### config.mk
export PLATFORM = sky130hd
export DESIGN_NAME = dual_nibble_timer_bc
export DESIGN_NICKNAME = d
export VERILOG_FILES = /design/src/timer_bc_pkg.sv /design/src/dual_nibble_timer_bc.sv /design/src/reload_counter.sv
export SDC_FILE = /design/constraint.sdc
export NUM_CORES = 1
export LEC_CHECK = 0
export BUFFER_PORTS_ARGS = -buffer_cell sky130_fd_sc_hd__buf_4
export CORE_UTILIZATION = 52
export DETAILED_ROUTE_END_ITERATION = 7
export PLACE_DENSITY = 0.74
export SLEW_MARGIN = 20
export SYNTH_ARGS = -nofsm -noshare
export SYNTH_HDL_FRONTEND = slang
export SYNTH_HIERARCHICAL = 1
export SYNTH_SLANG_ARGS = --single-unit
### constraint.sdc
create_clock -name REF_CLK -period 2.32 [get_ports REF_CLK]
set_clock_uncertainty 0.2 [all_clocks]
set_input_delay 0 -clock REF_CLK [delete_from_list [all_inputs] [get_ports REF_CLK]]
set_output_delay 0 -clock REF_CLK [all_outputs]
set_load 0.005 [all_outputs]
### src/timer_bc_pkg.sv
/*
 * Shared constants and types for the dual 8-bit timer block (timers B and C):
 * register indices, field positions, reset values, mode layouts and the
 * prescaler tap decoder.
 * Assumes one system clock; each register index is a 32-bit APB word at
 * byte address four times the index.
 */
package timer_bc_pkg;

    localparam int ADDR_W   = 12;
    localparam int DATA_W   = 32;
    localparam int IDX_W    = 10;
    localparam int NIB_W    = 4;
    localparam int CNT_W    = 8;
    localparam int PSC_W    = 11;

    // Register indices (byte address = index * 4)
    localparam logic [IDX_W-1:0] IDX_IRQ_FLAGS     = 10'h002;
    localparam logic [IDX_W-1:0] IDX_PORT_MODE_A   = 10'h004;
    localparam logic [IDX_W-1:0] IDX_TB_MODE_ONE   = 10'h009;
    localparam logic [IDX_W-1:0] IDX_TB_LO         = 10'h00a;
    localparam logic [IDX_W-1:0] IDX_TB_HI         = 10'h00b;
    localparam logic [IDX_W-1:0] IDX_TC_MODE       = 10'h00d;
    localparam logic [IDX_W-1:0] IDX_TC_LO         = 10'h00e;
    localparam logic [IDX_W-1:0] IDX_TC_HI         = 10'h00f;
    localparam logic [IDX_W-1:0] IDX_WATCHDOG      = 10'h020;
    localparam logic [IDX_W-1:0] IDX_CAPTURE_FLAGS = 10'h021;
    localparam logic [IDX_W-1:0] IDX_PORT_MODE_B   = 10'h024;
    localparam logic [IDX_W-1:0] IDX_TB_MODE_TWO   = 10'h026;

    // Field positions
    localparam int TB_IRQ_BIT       = 0;
    localparam int TC_IRQ_BIT       = 2;
    localparam int WATCHDOG_BIT     = 1;
    localparam int CAP_STATUS_BIT   = 0;
    localparam int CAP_ERROR_BIT    = 1;
    localparam int TOC_SELECT_BIT   = 3;
    localparam int EVENT_SELECT_BIT = 0;

    // Reset values
    localparam logic [NIB_W-1:0] NIB_RESET = 4'h0;
    localparam logic [CNT_W-1:0] CNT_RESET = 8'h00;

    // A mode register write becomes active this many cycles later
    localparam logic [1:0] MODE_DELAY = 2'h2;

    localparam logic [2:0] CLK_EXTERNAL = 3'h7;

    typedef enum logic [1:0] {
        EDGE_NONE,
        EDGE_FALL,
        EDGE_RISE,
        EDGE_BOTH
    } edge_t;

    typedef struct packed {
        logic       reload;
        logic [2:0] clk_sel;
    } mode_t;

    typedef struct packed {
        logic  capture_en;
        edge_t edge_sel;
    } tb_mode_two_t;

    localparam mode_t MODE_RESET = 4'h0;

    // Prescaler tap: one-cycle enable every 2048/512/128/32/8/4/2 cycles
    function automatic logic tap_tick(logic [2:0] sel, logic [PSC_W-1:0] psc);
        logic [PSC_W-1:0] mask;
        mask = 11'h000;
        case (sel)
            3'h0:    mask = 11'h7ff;
            3'h1:    mask = 11'h1ff;
            3'h2:    mask = 11'h07f;
            3'h3:    mask = 11'h01f;
            3'h4:    mask = 11'h007;
            3'h5:    mask = 11'h003;
            3'h6:    mask = 11'h001;
            default: mask = 11'h000;
        endcase
        return (psc & mask) == mask;
    endfunction

endpackage

### src/dual_nibble_timer_bc.sv
/*
 * Timers B and C with their nibble-wide mode, preload and count registers,
 * interrupt and capture flags, watchdog reset request and PWM output pin,
 * reached over an APB slave with one extra wait state.
 * Assumes EVENT_IN is synchronous to REF_CLK and that the system resets the
 * block through NRST when WATCHDOG_RESET pulses.
 */
`timescale 1ns/1ns

// Notes on behaviour
// Timer B mode one: bit 3 reload, bits 2-0 prescale ratio or event pin.
// Timer B mode two: three write-only bits, edge and capture, reset zero.
// Timer B preload low nibble resets to zero; upper nibble undefined.
// Low preload write alone keeps count; upper write loads all 8 bits.
// Software writes the low preload nibble before the upper one.
// Upper-only rewrite loads the new upper with the stored lower nibble.
// Upper count read gives live upper and latches lower for later read.
// Software reads the upper count nibble first for a coherent value.
// After a capture, both captured nibbles read alike in either order.
// Timer C counts from preload; at FF it overflows, reloads or wraps.
// Timer C overflow sets its interrupt flag; software or reset clears.
// With watchdog on, a timer C overflow requests an MCU reset.
// Software refreshes timer C so it never reaches FF under watchdog.
// Port mode A selects the timer C output pin; reset drives it low.
// PWM pulse period and duty follow timer C mode and preload.
// Timer C mode: four write-only bits, reload and clock, reset zero.
// Timer C mode writes take effect from the second cycle after.
// Software writes timer C preload only after a mode change settles.
// Timer C preload pair resets and behaves like timer B's pair.
// Timer C upper count read latches the lower count like timer B.
// Low-only timer C preload write keeps count; upper write loads it.
// Software ignores PWM after a preload change until next overflow.
// Timer B overflows at FF, reloads or wraps, and sets its flag.
// Capture edge copies count, sets flags, clears counter, keeps counting.
// Trigger or overflow while capture status set sets capture error.
// One clock domain; counters advance on prescaler or event enables, timer C at clock select 7 on every clock.
module dual_nibble_timer_bc (
    // Clock and reset
    input  wire logic                               REF_CLK,
    input  wire logic                               NRST,
    // APB slave
    input  wire logic                               PSEL,
    input  wire logic                               PENABLE,
    input  wire logic                               PWRITE,
    input  wire logic [timer_bc_pkg::ADDR_W-1:0]    PADDR,
    input  wire logic [timer_bc_pkg::DATA_W-1:0]    PWDATA,
    output logic      [timer_bc_pkg::DATA_W-1:0]    PRDATA,
    output logic                                    PREADY,
    output logic                                    PSLVERR,
    // Event pin
    input  wire logic                               EVENT_IN,
    // Timer C output pin
    output logic                                    TOC_OUT,
    output logic                                    TOC_OE,
    // Status towards the rest of the MCU
    output logic                                    TB_IRQ_FLAG,
    output logic                                    TC_IRQ_FLAG,
    output logic                                    WATCHDOG_RESET
);

    localparam int NW = timer_bc_pkg::NIB_W;

    // Bus decode
    logic [timer_bc_pkg::IDX_W-1:0] idx;
    logic                           addr_ok;
    logic                           mapped;
    logic                           acc;
    logic                           wr;
    logic                           rd_acc;
    logic [NW-1:0]                  rd_value;
    logic [NW-1:0]                  wnib;

    // Control registers
    logic [NW-1:0]                  port_mode_a;
    logic [NW-1:0]                  port_mode_b;
    timer_bc_pkg::tb_mode_two_t     tb_mode_two;
    logic [NW-1:0]                  tb_preload_lo;
    logic [NW-1:0]                  tb_preload_hi;
    logic [NW-1:0]                  tc_preload_lo;
    logic [NW-1:0]                  tc_preload_hi;
    logic                           watchdog_on_flag;
    logic                           capture_status_flag;
    logic                           capture_error_flag;

    // Timer state
    logic [timer_bc_pkg::PSC_W-1:0] psc;
    timer_bc_pkg::mode_t            tb_mode_one;
    timer_bc_pkg::mode_t            tc_mode;
    logic [timer_bc_pkg::CNT_W-1:0] tb_count;
    logic [timer_bc_pkg::CNT_W-1:0] tc_count;
    logic [timer_bc_pkg::CNT_W-1:0] tb_read;
    logic [timer_bc_pkg::CNT_W-1:0] tc_read;
    logic [timer_bc_pkg::CNT_W-1:0] tb_preload;
    logic [timer_bc_pkg::CNT_W-1:0] tc_preload;
    logic                           tb_ovf;
    logic                           tc_ovf;
    logic                           tb_tick;
    logic                           tc_tick;
    logic                           tb_load;
    logic                           tc_load;
    logic                           capture_trig;
    logic                           pwm;

    // Event pin edge detection
    logic                           ev_sync1;
    logic                           ev_sync2;
    logic                           ev_prev;
    logic                           ev_rise;
    logic                           ev_fall;
    logic                           ev_hit;

    // Write strobes
    logic                           wr_flags;
    logic                           wr_pma;
    logic                           wr_pmb;
    logic                           wr_tb_mode_one;
    logic                           wr_tb_mode_two;
    logic                           wr_tb_lo;
    logic                           wr_tb_hi;
    logic                           wr_tc_mode;
    logic                           wr_tc_lo;
    logic                           wr_tc_hi;
    logic                           wr_wd;
    logic                           wr_cap;

    assign idx     = PADDR[timer_bc_pkg::ADDR_W-1:2];
    assign addr_ok = (PADDR[1:0] == 2'h0);
    assign wnib    = PWDATA[NW-1:0];

    // First access cycle computes the answer; the write lands when it completes
    assign acc    = PSEL && PENABLE && !PREADY;
    assign rd_acc = acc && !PWRITE && addr_ok && mapped;
    assign wr     = PSEL && PENABLE && PREADY && PWRITE && !PSLVERR;

    assign wr_flags       = wr && (idx == timer_bc_pkg::IDX_IRQ_FLAGS);
    assign wr_pma         = wr && (idx == timer_bc_pkg::IDX_PORT_MODE_A);
    assign wr_pmb         = wr && (idx == timer_bc_pkg::IDX_PORT_MODE_B);
    assign wr_tb_mode_one = wr && (idx == timer_bc_pkg::IDX_TB_MODE_ONE);
    assign wr_tb_mode_two = wr && (idx == timer_bc_pkg::IDX_TB_MODE_TWO);
    assign wr_tb_lo       = wr && (idx == timer_bc_pkg::IDX_TB_LO);
    assign wr_tb_hi       = wr && (idx == timer_bc_pkg::IDX_TB_HI);
    assign wr_tc_mode     = wr && (idx == timer_bc_pkg::IDX_TC_MODE);
    assign wr_tc_lo       = wr && (idx == timer_bc_pkg::IDX_TC_LO);
    assign wr_tc_hi       = wr && (idx == timer_bc_pkg::IDX_TC_HI);
    assign wr_wd          = wr && (idx == timer_bc_pkg::IDX_WATCHDOG);
    assign wr_cap         = wr && (idx == timer_bc_pkg::IDX_CAPTURE_FLAGS);

    // Read mux; write-only registers read as zero
    always_comb
    begin
        rd_value = timer_bc_pkg::NIB_RESET;
        mapped   = 1'b1;
        case (idx)
            timer_bc_pkg::IDX_IRQ_FLAGS:
            begin
                rd_value[timer_bc_pkg::TB_IRQ_BIT] = TB_IRQ_FLAG;
                rd_value[timer_bc_pkg::TC_IRQ_BIT] = TC_IRQ_FLAG;
            end
            timer_bc_pkg::IDX_TB_LO:
                rd_value = tb_read[NW-1:0];
            timer_bc_pkg::IDX_TB_HI:
                rd_value = tb_mode_two.capture_en ? tb_read[2*NW-1:NW]
                                                  : tb_count[2*NW-1:NW];
            timer_bc_pkg::IDX_TC_LO:
                rd_value = tc_read[NW-1:0];
            timer_bc_pkg::IDX_TC_HI:
                rd_value = tc_count[2*NW-1:NW];
            timer_bc_pkg::IDX_WATCHDOG:
                rd_value[timer_bc_pkg::WATCHDOG_BIT] = watchdog_on_flag;
            timer_bc_pkg::IDX_CAPTURE_FLAGS:
            begin
                rd_value[timer_bc_pkg::CAP_STATUS_BIT] = capture_status_flag;
                rd_value[timer_bc_pkg::CAP_ERROR_BIT]  = capture_error_flag;
            end
            timer_bc_pkg::IDX_PORT_MODE_A,
            timer_bc_pkg::IDX_PORT_MODE_B,
            timer_bc_pkg::IDX_TB_MODE_ONE,
            timer_bc_pkg::IDX_TB_MODE_TWO,
            timer_bc_pkg::IDX_TC_MODE:
                rd_value = timer_bc_pkg::NIB_RESET;
            default:
                mapped = 1'b0;
        endcase
    end

    // APB answer, one wait state
    always_ff @(posedge REF_CLK or negedge NRST)
    begin
        if (!NRST)
        begin
            PREADY  <= 1'b0;
            PSLVERR <= 1'b0;
            PRDATA  <= '0;
        end
        else if (acc)
        begin
            PREADY  <= 1'b1;
            PSLVERR <= !(addr_ok && mapped);
            PRDATA  <= {{(timer_bc_pkg::DATA_W-NW){1'b0}}, rd_value};
        end
        else
        begin
            PREADY  <= 1'b0;
            PSLVERR <= 1'b0;
        end
    end

    // Port mode and timer B mode two registers
    always_ff @(posedge REF_CLK or negedge NRST)
    begin
        if (!NRST)
        begin
            port_mode_a <= timer_bc_pkg::NIB_RESET;
            port_mode_b <= timer_bc_pkg::NIB_RESET;
            tb_mode_two <= timer_bc_pkg::tb_mode_two_t'(3'h0);
        end
        else
        begin
            if (wr_pma)
                port_mode_a <= wnib;
            if (wr_pmb)
                port_mode_b <= wnib;
            if (wr_tb_mode_two)
                tb_mode_two <= timer_bc_pkg::tb_mode_two_t'(wnib[2:0]);
        end
    end

    // Preload nibble pairs
    always_ff @(posedge REF_CLK or negedge NRST)
    begin
        if (!NRST)
        begin
            tb_preload_lo <= timer_bc_pkg::NIB_RESET;
            tb_preload_hi <= timer_bc_pkg::NIB_RESET;
            tc_preload_lo <= timer_bc_pkg::NIB_RESET;
            tc_preload_hi <= timer_bc_pkg::NIB_RESET;
        end
        else
        begin
            if (wr_tb_lo)
                tb_preload_lo <= wnib;
            if (wr_tb_hi)
                tb_preload_hi <= wnib;
            if (wr_tc_lo)
                tc_preload_lo <= wnib;
            if (wr_tc_hi)
                tc_preload_hi <= wnib;
        end
    end

    // On an upper write the new nibble joins the stored lower one
    assign tb_load    = wr_tb_hi;
    assign tc_load    = wr_tc_hi;
    assign tb_preload = tb_load ? {wnib, tb_preload_lo} : {tb_preload_hi, tb_preload_lo};
    assign tc_preload = tc_load ? {wnib, tc_preload_lo} : {tc_preload_hi, tc_preload_lo};

    // Free-running prescaler
    always_ff @(posedge REF_CLK or negedge NRST)
    begin
        if (!NRST)
            psc <= '0;
        else
            psc <= psc + 1'b1;
    end

    // Event pin: two-stage synchroniser, then edge detection on the second stage
    always_ff @(posedge REF_CLK or negedge NRST)
    begin
        if (!NRST)
        begin
            ev_sync1 <= 1'b0;
            ev_sync2 <= 1'b0;
            ev_prev  <= 1'b0;
        end
        else
        begin
            ev_sync1 <= EVENT_IN;
            ev_sync2 <= ev_sync1;
            ev_prev  <= ev_sync2;
        end
    end

    assign ev_rise = ev_sync2 && !ev_prev;
    assign ev_fall = !ev_sync2 && ev_prev;
    assign ev_hit  = port_mode_b[timer_bc_pkg::EVENT_SELECT_BIT] && (
                     (ev_rise && (tb_mode_two.edge_sel == timer_bc_pkg::EDGE_RISE ||
                                  tb_mode_two.edge_sel == timer_bc_pkg::EDGE_BOTH)) ||
                     (ev_fall && (tb_mode_two.edge_sel == timer_bc_pkg::EDGE_FALL ||
                                  tb_mode_two.edge_sel == timer_bc_pkg::EDGE_BOTH)));

    // Clock selection
    assign tb_tick = (tb_mode_one.clk_sel == timer_bc_pkg::CLK_EXTERNAL)
                   ? (ev_hit && !tb_mode_two.capture_en)
                   : timer_bc_pkg::tap_tick(tb_mode_one.clk_sel, psc);
    assign tc_tick = (tc_mode.clk_sel == timer_bc_pkg::CLK_EXTERNAL)
                   ? 1'b1
                   : timer_bc_pkg::tap_tick(tc_mode.clk_sel, psc);
    assign capture_trig = tb_mode_two.capture_en && ev_hit &&
                          (tb_mode_one.clk_sel != timer_bc_pkg::CLK_EXTERNAL);

    reload_counter #(
        .WIDTH     (timer_bc_pkg::CNT_W)
    ) timer_b (
        .clk       (REF_CLK),
        .nrst      (NRST),
        .mode_wr   (wr_tb_mode_one),
        .mode_data (timer_bc_pkg::mode_t'(wnib)),
        .mode      (tb_mode_one),
        .tick      (tb_tick),
        .load      (tb_load),
        .clear     (capture_trig),
        .preload   (tb_preload),
        .count     (tb_count),
        .overflow  (tb_ovf)
    );

    reload_counter #(
        .WIDTH     (timer_bc_pkg::CNT_W)
    ) timer_c (
        .clk       (REF_CLK),
        .nrst      (NRST),
        .mode_wr   (wr_tc_mode),
        .mode_data (timer_bc_pkg::mode_t'(wnib)),
        .mode      (tc_mode),
        .tick      (tc_tick),
        .load      (tc_load),
        .clear     (1'b0),
        .preload   (tc_preload),
        .count     (tc_count),
        .overflow  (tc_ovf)
    );

    // Read latches: capture has priority over the upper-read latch
    always_ff @(posedge REF_CLK or negedge NRST)
    begin
        if (!NRST)
        begin
            tb_read <= timer_bc_pkg::CNT_RESET;
            tc_read <= timer_bc_pkg::CNT_RESET;
        end
        else
        begin
            if (capture_trig)
                tb_read <= tb_count;
            else if (rd_acc && idx == timer_bc_pkg::IDX_TB_HI && !tb_mode_two.capture_en)
                tb_read[NW-1:0] <= tb_count[NW-1:0];
            if (rd_acc && idx == timer_bc_pkg::IDX_TC_HI)
                tc_read[NW-1:0] <= tc_count[NW-1:0];
        end
    end

    // Interrupt flags: hardware set wins over a software clear
    always_ff @(posedge REF_CLK or negedge NRST)
    begin
        if (!NRST)
        begin
            TB_IRQ_FLAG <= 1'b0;
            TC_IRQ_FLAG <= 1'b0;
        end
        else
        begin
            if (tb_ovf || capture_trig)
                TB_IRQ_FLAG <= 1'b1;
            else if (wr_flags && !wnib[timer_bc_pkg::TB_IRQ_BIT])
                TB_IRQ_FLAG <= 1'b0;
            if (tc_ovf)
                TC_IRQ_FLAG <= 1'b1;
            else if (wr_flags && !wnib[timer_bc_pkg::TC_IRQ_BIT])
                TC_IRQ_FLAG <= 1'b0;
        end
    end

    // Capture status and error flags
    always_ff @(posedge REF_CLK or negedge NRST)
    begin
        if (!NRST)
        begin
            capture_status_flag <= 1'b0;
            capture_error_flag  <= 1'b0;
        end
        else
        begin
            if (capture_trig)
                capture_status_flag <= 1'b1;
            else if (wr_cap && !wnib[timer_bc_pkg::CAP_STATUS_BIT])
                capture_status_flag <= 1'b0;
            if (capture_status_flag && (capture_trig || tb_ovf))
                capture_error_flag <= 1'b1;
            else if (wr_cap && !wnib[timer_bc_pkg::CAP_ERROR_BIT])
                capture_error_flag <= 1'b0;
        end
    end

    // Watchdog enable and reset request
    always_ff @(posedge REF_CLK or negedge NRST)
    begin
        if (!NRST)
        begin
            watchdog_on_flag <= 1'b0;
            WATCHDOG_RESET   <= 1'b0;
        end
        else
        begin
            if (wr_wd)
                watchdog_on_flag <= wnib[timer_bc_pkg::WATCHDOG_BIT];
            WATCHDOG_RESET <= tc_ovf && watchdog_on_flag;
        end
    end

    // PWM: reload mode is high for the input period at FF, free-running is
    // high while the count is below the preload
    assign pwm = tc_mode.reload ? (tc_count == {timer_bc_pkg::CNT_W{1'b1}})
                                : (tc_count < {tc_preload_hi, tc_preload_lo});

    always_ff @(posedge REF_CLK or negedge NRST)
    begin
        if (!NRST)
        begin
            TOC_OUT <= 1'b0;
            TOC_OE  <= 1'b0;
        end
        else
        begin
            TOC_OE  <= port_mode_a[timer_bc_pkg::TOC_SELECT_BIT];
            TOC_OUT <= port_mode_a[timer_bc_pkg::TOC_SELECT_BIT] && pwm;
        end
    end

endmodule

### src/reload_counter.sv
/*
 * 8-bit up-counter with preload, clear, free-running or reload wrap, and a
 * mode register whose writes become active after a fixed delay.
 * Assumes tick, load and clear are one-cycle pulses on the system clock.
 */
`timescale 1ns/1ns
module reload_counter #(
    parameter int WIDTH = 8
) (
    // Clock and reset
    input  wire logic                 clk,
    input  wire logic                 nrst,
    // Mode register
    input  wire logic                 mode_wr,
    input  wire timer_bc_pkg::mode_t  mode_data,
    output timer_bc_pkg::mode_t       mode,
    // Counting
    input  wire logic                 tick,
    input  wire logic                 load,
    input  wire logic                 clear,
    input  wire logic [WIDTH-1:0]     preload,
    output logic      [WIDTH-1:0]     count,
    output logic                      overflow
);

    localparam logic [WIDTH-1:0] CNT_MAX = {WIDTH{1'b1}};

    timer_bc_pkg::mode_t mode_pend;
    logic [1:0]          mode_delay;

    // Mode write held back until the delay runs out
    always_ff @(posedge clk or negedge nrst)
    begin
        if (!nrst)
        begin
            mode_pend  <= timer_bc_pkg::MODE_RESET;
            mode_delay <= 2'h0;
            mode       <= timer_bc_pkg::MODE_RESET;
        end
        else if (mode_wr)
        begin
            mode_pend  <= mode_data;
            mode_delay <= timer_bc_pkg::MODE_DELAY;
        end
        else if (mode_delay != 2'h0)
        begin
            mode_delay <= mode_delay - 2'h1;
            if (mode_delay == 2'h1)
                mode <= mode_pend;
        end
    end

    assign overflow = tick && !load && !clear && (count == CNT_MAX);

    always_ff @(posedge clk or negedge nrst)
    begin
        if (!nrst)
            count <= {WIDTH{1'b0}};
        else if (load)
            count <= preload;
        else if (clear)
            count <= {WIDTH{1'b0}};
        else if (tick)
        begin
            if (count == CNT_MAX)
                count <= mode.reload ? preload : {WIDTH{1'b0}};
            else
                count <= count + 1'b1;
        end
    end

endmodule

Yosys cells after proc, flatten, opt, wreduce, memory -nomap -nowiden. Index checks and enable logic that the tools add are counted.

Logic and storage cells: 200. Output and inout bits: 39. Input port bits: 50. Bits in registers: 100.

Reductions and logical operators: 78. Bitwise gates (word level): 4. Eq/ne operators: 36. $add $sub $neg: 5. Mux-type cells: 38. $lt $le $gt $ge: 1.

Operators by type and width (count): case mux 11 bit (7 select lines) (2); two-way mux 8 bit (11); equality test 10 x 4 -> 1 bit (second input constant) (6); logical AND 1 bit (44); equality test 10 x 6 -> 1 bit (second input constant) (4); equality test 3 bit (second input constant) (8); bitwise AND 11 bit (2); equality test 11 bit (2); nonzero test 2 bit (10); adder 8 x 1 -> 8 bit (second input constant) (2); equality test 8 bit (second input constant) (2); two-way mux 1 bit (14); logical NOT 1 bit (13); equality test 3 x 2 -> 1 bit (second input constant) (4); two-way mux 4 bit (3); case mux 1 bit (6 select lines) (2); OR reduction 12 bit (1); adder 11 x 1 -> 11 bit (second input constant) (1); equality test 10 x 2 -> 1 bit (second input constant) (1); equality test 10 x 3 -> 1 bit (second input constant) (1); < comparator 8 bit (1); two-way mux 2 bit (4); equality test 2 x 1 -> 1 bit (second input constant) (3); equality test 3 x 1 -> 1 bit (second input constant) (2); 11 further kinds (19).

Longest topological paths before layout. Gate-level depths: netlist (run 1).

Depth in word-level cells: 13. Mapped depth: 10. Depth with buffers taken out: 9.

Hierarchy. Netlist (run 1), hierarchy kept.

Modules (own cells, without submodules): dual_nibble_timer_bc (seq. area each 1526.5 um^2, area an instance 3345.7 um^2, cells an instance 317, instances 1); reload_counter (seq. area each 450.4 um^2, area an instance 1066.0 um^2, cells an instance 102, instances 2).

Worst setup path before layout (run 1). Ideal clock, no wire load.

Kind: register to register. Start: reg PSLVERR. End: reg TB_IRQ_FLAG. Library setup time: 0.131 ns. Data required time: 1.989 ns. Buffers on the path: 1. Arrival: 1.966 ns. Slack: 0.023 ns. Period minus slack after synthesis: 2.297 ns. Stages on the path, launching flop included: 9. Cell sequence: dfrtp_1 > nor3_1 > nand3_1 > nor2_1 > buf_2 > nor2_1 > nand2_1 > nor2_1 > or3_1.

Word-level cells in the longest chain between the ends: 9. Elaborated cells between the ends (all ways): 12. Classes of those cells: mux: 1; reduce/logical: 11.

Ends and longest elaborated chain: start: declaration (line dual_nibble_timer_bc.sv:49) `output logic PSLVERR,`; start signal: assignment (line dual_nibble_timer_bc.sv:198) `PSLVERR <= !(addr_ok && mapped);`; logical NOT 1 bit * (line dual_nibble_timer_bc.sv:133) `assign wr = PSEL && PENABLE && PREADY && PWRITE && !PSLVERR;`; logical AND 1 bit * (line dual_nibble_timer_bc.sv:133); logical AND 1 bit * (line dual_nibble_timer_bc.sv:141) `assign wr_tb_hi = wr && (idx == timer_bc_pkg::IDX_TB_HI);`; net tb_load (line dual_nibble_timer_bc.sv:99) `logic tb_load;`; logical NOT 1 bit * (line reload_counter.sv:53) `assign overflow = tick && !load && !clear && (count == CNT_MAX);`; logical AND 1 bit * (3 in a row) (line reload_counter.sv:53); net tb_ovf (line dual_nibble_timer_bc.sv:95) `logic tb_ovf;`; logical OR 1 bit * (line dual_nibble_timer_bc.sv:362) `if (tb_ovf || capture_trig)`; two-way mux 1 bit / nonzero test 2 bit (equally long branches); end signal: assignment (line dual_nibble_timer_bc.sv:357) `TB_IRQ_FLAG <= 1'b0;`; end signal: assignment (line dual_nibble_timer_bc.sv:363) `TB_IRQ_FLAG <= 1'b1;`; end signal: assignment (line dual_nibble_timer_bc.sv:365) `TB_IRQ_FLAG <= 1'b0;`; end: declaration (line dual_nibble_timer_bc.sv:56) `output logic TB_IRQ_FLAG,`.

Mark *: on every way through the listed nets, which the timed path passes. The rest lies on a longest branch. A chain may end at the register's enable or synchronous reset.

Worst setup path after layout (run 1).
Start: reg PSLVERR. End: reg timer_b.count[7].

Word-level cells in the longest chain between the ends: 9. Elaborated cells between the ends (all ways): 10. Classes of those cells: mux: 6; reduce/logical: 4.

Ends and longest elaborated chain: logical NOT 1 bit * (line dual_nibble_timer_bc.sv:133); logical AND 1 bit * (line dual_nibble_timer_bc.sv:133); logical AND 1 bit * (line dual_nibble_timer_bc.sv:141); two-way mux 8 bit * (line dual_nibble_timer_bc.sv:254) `assign tb_preload = tb_load ? {wnib, tb_preload_lo} : {tb_preload_hi, tb_preload_lo};`; net tb_preload, one bit (line dual_nibble_timer_bc.sv:93) `logic [timer_bc_pkg::CNT_W-1:0] tb_preload;`; two-way mux 8 bit (line reload_counter.sv:66) `count <= mode.reload ? preload : {WIDTH{1'b0}};`; two-way mux 8 bit (line reload_counter.sv:65) `if (count == CNT_MAX)`; two-way mux 8 bit (line reload_counter.sv:63) `else if (tick)`; two-way mux 8 bit (line reload_counter.sv:61) `else if (clear)`; two-way mux 8 bit * (line reload_counter.sv:59) `else if (load)`; end signal: assignment (line reload_counter.sv:60) `count <= preload;`; end signal: assignment (line reload_counter.sv:62) `count <= {WIDTH{1'b0}};`; end signal: assignment (line reload_counter.sv:66); end: declaration (line reload_counter.sv:22) `output logic [WIDTH-1:0] count,`.

Mark *: on every way through the listed nets, which the timed path passes. The rest lies on a longest branch. The select of a mux whose other input is x is not followed.

==> results of run 1 <==
## placed cells by master (no fill, tap or decap), types with 6 or more instances in the layout
cell type | Yosys | routed
dlygate4sd3_1 | 0 | 16
inv_1 | 17 | 17
o21ai_0 | 15 | 15
nand4_1 | 15 | 15
nor4b_1 | 7 | 7
nor2_1 | 30 | 29
mux2_2 | 52 | 52
nand2b_1 | 7 | 7
a31oi_1 | 6 | 6
o211ai_1 | 7 | 7
buf_4 | 28 | 52
a21oi_1 | 23 | 23
xor2_1 | 9 | 9
xnor2_1 | 6 | 6
conb_1 | 1 | 29
and3_1 | 8 | 8
nand3_1 | 21 | 21
nand2_1 | 36 | 36
and2_1 | 7 | 7
nor3_1 | 12 | 12
mux2i_1 | 6 | 6
dfrtp_1 | 97 | 97
ha_1 | 14 | 14
clkbuf_8 | 2 | 9
## worst max-delay path by stage
stage                                start  slack, ns                            to
6_report                 PSLVERR$_DFF_PN0_       0.11  timer_b/count[7]$_DFFE_PN0P_
5_1_grt                   psc[2]$_DFF_PN0_    -0.0008  timer_c/count[6]$_DFFE_PN0P_
4_1_cts                   psc[2]$_DFF_PN0_       0.07  timer_c/count[6]$_DFFE_PN0P_
3_5_place_dp   timer_b/mode[2]$_DFFE_PN0P_       0.08  timer_b/count[6]$_DFFE_PN0P_
3_3_place_gp             PSLVERR$_DFF_PN0_       0.12  timer_b/count[7]$_DFFE_PN0P_
2_1_floorplan            PSLVERR$_DFF_PN0_       0.02       TB_IRQ_FLAG$_DFFE_PN0P_
## state kept, by name (all words and copies together) (netlist names), 8 cells and up
name / count
psc: 11
tb_read: 8
timer_c/count: 8
timer_b/count: 8
## layer usage
layer	track usage (%)	part of all wire, %	vias to the layer above
li1	-	-	1968
met1	33.2	46	2111
met5	0	0	-
met4	9.36	2.5	0
met3	3.56	4.8	26
met2	36.3	46	161
## power breakdown
group	switching, µW	internal, µW
Clock	638	510
Combinational	252	213
Sequential	32.2	1730
Total	922	2460
## per-stage QoR
stage / setup slack, ns / hold slack [ns] / util [%] / total power [µW]
5_1_grt: -0.000826 / 0.0253 / 60.6 / 3530
3_5_place_dp: 0.0841 / -0.203 / 56.2 / 2240
2_1_floorplan: 0.0229 / -0.496 / - / 2120
3_3_place_gp: 0.115 / -0.212 / 56.2 / 2210
6_report: 0.111 / 0.0236 / 60.6 / 3380
4_1_cts: 0.0738 / 0.00685 / 59.9 / 3400
## cells by family (layout without fill, tap and decap cells)
kind of cell	Yosys count	count (layout)	synth area share (%)
AND/OR/NAND/NOR	179	179	19.0
AO/OA/AOI/OAI	86	86	11.0
XOR/XNOR	15	15	2.40
multiplexers	61	61	12.6
adder cells (fa/ha/maj)	14	14	3.20
buffers and inverters	68	103	7.49
flip-flops	97	97	44.3
other	1	29	0.0685
## critical path, cell delays in order, from the launching register on
cell and delay [ns]:
dfrtp_1 0.43, nor3b_1 0.27, nand4_1 0.17, nor2_1 0.19
mux2_2 0.39, nand3_2 0.08, o2111ai_1 0.11, a32o_1 0.27
## timing repair
item | 4_1_cts | 5_1_grt
setup buffers | 0 | 5
endpoints found under the setup margin | 0 | 7
hold buffers | 17 | 0
resized for setup | 0 | 5
hold endpoints to repair | 141 | 0
## final cells by class
type | count | area [µm²] | area share [%]
multi-input combinational | 384 | 2770 | 44.5
sequential | 97 | 2430 | 39.0
timing repair buffer | 70 | 591 | 9.49
tap | 136 | 170 | 2.73
clock buffer | 9 | 124 | 1.99
clock inverter | 7 | 76.3 | 1.23
inverter | 17 | 63.8 | 1.03
==> impl_results.md, run 1 <==
- Number of clock sinks seen by CTS: 97
- Largest net degree at the start of global routing: 63
- Data arrival time of the critical path: 2.28 ns
- Power density over cell area: 543 mW/mm²
- Final weighted congestion in routability-driven placement: 0.893
- Fin Setup TNS: 0 ns
- Number of distinct library cells after synthesis: 66
- Number of nets in the layout: 643
- Result of the run: finished clean
- Length in cells of the worst reg-to-reg path: 7
- # placed instances: 682
- Total clock buffers created by CTS: 9
- Number of global-route vias before repair: 4,012
- Overflow after GRT: 0
- Via count: 4,266
- Reg-to-reg critical path endpoint: timer_b/count[7]$_DFFE_PN0P_
- Final antenna-violating net count: 0
- Core Region: 0.0103 mm²
- Post-synthesis cell type with the largest combined area: dfrtp_1
- Routed WL per cell: 17.1 µm
- Placed wire-length estimate after detailed placement: 8480 µm
- Most used flip-flop cell after synthesis: dfrtp_1
- Hold WC Path Type: primary input to flip-flop
- Count of flip-flops with a built-in enable after synthesis: 0
- Required @ worst endpoint: 2.39 ns
- Post-route fraction of the period consumed by the critical path: 95.2%
- Crit Path Class: flip-flop to flip-flop
- Placement row count: 37
- Peak clock frequency supported by timing: 453 MHz
- Most frequently used cell type in the post-synthesis netlist: dfrtp_1
- Number of antenna violations at the first check in global routing: 0
- Fraction of final layout cells sized beyond drive strength 1: 25.3%
- Reg-to-reg slack, setup: 0.11 ns
- Number of antenna diodes: 0
- Area fraction of the dominant cell type after synthesis: 44.3%
- Die Ht: 105 µm
- Number of DRC violations after detailed-routing iteration 0: 196
- Initial Utilization: 53.3%
- First-pass DRT Iterations: 4
- Total count of hold-check failures in the final report: 0
- Cell count of the worst hold path: 5
- Clock Latency Late Sink: 0.38 ns
- Non-Filler Cell Area, Final: 0.00622 mm²
- Pins Over Slew Limit: 0
- Setup repair after global routing missed its margin: yes
- Async SR Flop Fraction: 100%
- Maximum count of clock buffers along a single path: 2
- Flop and latch count out of synthesis: 97
- Number of violations of the max-capacitance limit: 0
- Critical hold path startpoint: PADDR[10]
- Die extent in x: 105 µm
- Critical path startpoint category: flip-flop
- Final instance count without filler cells: 720
- Global-route total usage across every layer: 23.5%
- Synthesized instance count: 521
- Mean number of vias per cell: 5.93
- Mean area per synthesized cell: 10.5 µm²
- Fill cell instance count of the final layout: 858
- # IOs: 89
- DRC errors left: 0
- Library cell used as clock root buffer: clkbuf_8
- Portion of the post-synthesis area used by sequential elements: 44.3%
- Kind of end point of the critical path: flip-flop
- Number of port buffers: 32
- Area growth from synthesis to layout: 13.6%
- Endpoints failing setup: 0
- Most numerous cell types in the synthesized netlist: 97 x dfrtp_1, 52 x mux2_2, 36 x nand2_1, 30 x nor2_1, 28 x buf_4
- Total wirelength of the detailed-routed design: 12,300 µm
- Min Clock Period, post-route: 2.21 ns
- Worst flop-to-flop path startpoint: PSLVERR$_DFF_PN0_
- Instance area after placement: 0.00578 mm²
- Warnings, synthesis: 6
- Maximum resistive drop on vdd: 0.333 mV
- Clock tree from TritonCTS: done
- Netlist Area Pre-Place: 0.00548 mm²
- Largest fanout on the critical path: 4
- First-pass GRT wire length: 20,300 µm
- WHS Endpoint: tb_preload_hi[3]$_DFFE_PN0P_
- Clock transition at the registers of the reported paths: 0.10 ns
- Leakage power figure: 0.00285 µW
- Area of the die: 0.0109 mm²
- # H-tree levels: 3
- Cell types occupying the most area after synthesis: dfrtp_1 44%, mux2_2 11%, buf_4 3.8%
Note: power is estimated with default switching activity, not from simulation.
==> inputs of run 2 (changes only) <==
--- a/config.mk
+++ b/config.mk
@@ -6,9 +6,9 @@
 export NUM_CORES = 1
 export LEC_CHECK = 0
 export BUFFER_PORTS_ARGS = -buffer_cell sky130_fd_sc_hd__buf_4
-export CORE_UTILIZATION = 52
+export CORE_UTILIZATION = 57
 export DETAILED_ROUTE_END_ITERATION = 7
-export PLACE_DENSITY = 0.74
+export PLACE_DENSITY = 0.77
 export SLEW_MARGIN = 20
 export SYNTH_ARGS = -nofsm -noshare
 export SYNTH_HDL_FRONTEND = slang
==> constraint.sdc (replaced) <==
create_clock -name REF_CLK -period 2.05 [get_ports REF_CLK]
set_clock_uncertainty 0.2 [all_clocks]
set_input_delay 0 -clock REF_CLK [delete_from_list [all_inputs] [get_ports REF_CLK]]
set_output_delay 0 -clock REF_CLK [all_outputs]
set_load 0.005 [all_outputs]
==> impl_results.md, run 2 (synthesis gave the netlist of run 1 again) <==
- Final weighted congestion in routability-driven placement: 0.893 (about the same)
- Maximum resistive drop on vdd: 0.590 mV (was 0.333 mV)
- Metal2 WL: 7190 µm (was 5690 µm)
- Hold WC Path Type: primary input to async pin (was primary input to flip-flop)
- Mean number of vias per cell: 6.12 (was 5.93)
- Commonest cells after routing, fill and taps aside: 95 x dfrtp_1, 83 x buf_4, 43 x mux2_2 (was 97 x dfrtp_1, 52 x mux2_2, 52 x buf_4)
- Number of global-route vias before repair: 4,364 (was 4,012)
- # placed instances: 712 (was 682)
- Via count: 4,613 (was 4,266)
- First-pass DRT Iterations: 5 (was 4)
- Data arrival time of the critical path: 2.32 ns (was 2.28 ns)
- Setup WS pre-CTS: -0.147 ns (was 0.0841 ns)
- Worst flop-to-flop path startpoint: PSLVERR$_DFF_PN0_ (unchanged)
- Library cell used as clock root buffer: clkbuf_8 (unchanged)
- # H-tree levels: 3 (unchanged)
- Top Metal Used: met4 (unchanged)
- Clock Latency Late Sink: 0.36 ns (was 0.38 ns)
- Min Clock Period, post-route: 2.26 ns (was 2.21 ns)
- Largest net degree at the start of global routing: 98 (was 63)
- Area growth from synthesis to layout: 24.7% (was 13.6%)
- Number of antenna diodes: 0 (unchanged)
- Worst hold margin: -0.00638 ns (was 0.0236 ns)
- Clock transition at the registers of the reported paths: 0.10 ns (about the same)
- Reg with most FFs: psc (unchanged)
- Area of the die: 0.0100 mm² (was 0.0109 mm²)
- Clock tree from TritonCTS: done (unchanged)
- First-pass GRT wire length: 21,400 µm (was 20,300 µm)
- Total clock buffers created by CTS: 9 (unchanged)
- Post-Route M1 WL: 5780 µm (was 5700 µm)
- Clk network pwr share: 31.3% (was 34.0%)
- Kind of end point of the critical path: flip-flop (unchanged)
- Fin Setup TNS: -2.68 ns (was 0 ns)
- Critical path startpoint category: flip-flop (unchanged)
- Die extent in x: 100 µm (was 105 µm)
- Reg-to-reg critical path endpoint: timer_c/count[2]$_DFFE_PN0P_ (was timer_b/count[7]$_DFFE_PN0P_)
- Sw Ratio: 27.7% (was 27.3%)
- Number of clock sinks seen by CTS: 97 (unchanged)
- Number of port buffers: 32 (unchanged)
- Gate power share: 15.3% (was 13.8%)
- DRC errors left: 0 (unchanged)
- Switching pwr: 1040 µW (was 922 µW)
- Crit Path Class: flip-flop to flip-flop (unchanged)
- Number of nets in the layout: 684 (was 643)
- Worst-case headroom to the max-slew limit: 59.4%
- Reg-to-reg slack, setup: -0.21 ns (was 0.11 ns)
- Core Region: 0.00928 mm² (was 0.0103 mm²)
- Final antenna-violating net count: 0 (unchanged)
- Number of antenna violations at the first check in global routing: 0 (unchanged)
- Post-route fraction of the period consumed by the critical path: 110% (was 95.2%)
- Total count of hold-check failures in the final report: 1 (was 0)
- Length in cells of the worst reg-to-reg path: 9 (was 7)
- Maximum count of clock buffers along a single path: 2 (unchanged)
- Pins Over Slew Limit: 0 (unchanged)
- Failing checks: hold timing, setup timing
- Initial Utilization: 59.0% (was 53.3%)
- Required @ worst endpoint: 2.10 ns (was 2.39 ns)
- Overflow after GRT: 0 (unchanged)
- Power density over cell area: 548 mW/mm² (was 543 mW/mm²)
- Most common cell after layout, fill and taps aside: dfrtp_1 (unchanged)
- Routed WL per cell: 19.0 µm (was 17.1 µm)
- Part of the power in registers: 53.4% (was 52.3%)
- Post-route setup slack: -0.211 ns (was 0.111 ns)
- Global-route total usage across every layer: 27.8% (was 23.5%)
- Placed wire-length estimate after detailed placement: 9240 µm (was 8480 µm)
- Worst slew pin tran: 0.604 ns
- Fraction of final layout cells sized beyond drive strength 1: 36.3% (was 25.3%)
- Max FFs per register: 11 (unchanged)
- Die Ht: 100 µm (was 105 µm)
- Largest fanout on the critical path: 5 (was 4)
- Total wirelength of the detailed-routed design: 14,300 µm (was 12,300 µm)
- Endpoints failing setup: 29 (was 0)
- Placement row count: 35 (was 37)
- Design internal power: 2710 µW (was 2460 µW)
- Met3 wire length: 957 µm (was 592 µm)
- Fill cell instance count of the final layout: 635 (was 858)
- Leakage power figure: 0.00310 µW (was 0.00285 µW)
- Result of the run: complete, but fails checks (was finished clean)
- Final instance count without filler cells: 754 (was 720)
- Setup repair after global routing missed its margin: yes (unchanged)
- Number of violations of the max-capacitance limit: 0 (unchanged)
- Final core utilization: 73.6% (was 60.6%)
- Number of DRC violations after detailed-routing iteration 0: 342 (was 196)
- # IOs: 89 (unchanged)
- Peak clock frequency supported by timing: 442 MHz (was 453 MHz)
==> run 2: worst max-delay path by stage <==
stage,slack [ns],depth (start not counted),start,endpoint
after floorplan,-0.05,7,PADDR[9],timer_c/count[7]$_DFFE_PN0P_
after global placement,-0.06,8,timer_b/mode[0]$_DFFE_PN0P_,timer_b/count[5]$_DFFE_PN0P_
after detailed placement,-0.15,8,timer_b/mode[0]$_DFFE_PN0P_,timer_b/count[5]$_DFFE_PN0P_
after CTS,-0.08,8,psc[2]$_DFF_PN0_,timer_b/count[7]$_DFFE_PN0P_
after global routing,-0.27,10,PSLVERR$_DFF_PN0_,timer_c/count[6]$_DFFE_PN0P_
final,-0.21,9,PSLVERR$_DFF_PN0_,timer_c/count[2]$_DFFE_PN0P_
==> run 2: power by group through the flow <==
stage	clock, µW	sequential [µW]	combinational, µW
2_1_floorplan	0	2030	376
3_3_place_gp	0	2030	483
3_5_place_dp	0	2040	516
4_1_cts	1180	2000	556
5_1_grt	1260	2010	629
6_report	1170	2000	572
==> run 2: layout make-up <==
type | count | area, µm² | share of cell area, %
sequential | 97 | 2430 | 35.6
clock inverter | 5 | 40.0 | 0.586
clock buffer | 11 | 141 | 2.07
multi-input combinational | 384 | 3020 | 44.2
tap | 129 | 161 | 2.36
timing repair buffer | 111 | 973 | 14.3
inverter | 17 | 63.8 | 0.934
==> run 2: timing repair <==
| action | CTS | global route |
|---|---|---|
| setup buffers | 4 | 7 |
| resized for setup | 21 | 46 |
| hold buffers | 14 | 0 |
| pin swaps | 8 | 12 |
| endpoints found under the setup margin | 20 | 32 |
| gates cloned | 0 | 2 |
| endpoints found under the hold margin | 137 | 0 |
==> run 2: routing by layer <==
metal  up-vias  track usage, %
met5         -               0
met4         0            9.81
met3        40            3.76
met2       252            47.4
met1      2275            36.6
li1       2046               -
==> run 2: per-stage QoR <==
step | power (µW) | cell area, µm²
final | 3740 | 6830
after global routing | 3900 | 6830
after CTS | 3740 | 6570
after detailed placement | 2560 | 6140
after global placement | 2520 | 6140
after floorplan | 2410 | 5660
==> run 2: worst max-delay path: stages, from the launching register on <==
cell      delay, ns
dfrtp_1        0.44
buf_4          0.15
buf_4          0.13
nor3_4         0.16
nand4_1        0.17
buf_4          0.18
nor2_4         0.21
buf_6          0.16
a311oi_1       0.05
o32a_1         0.31
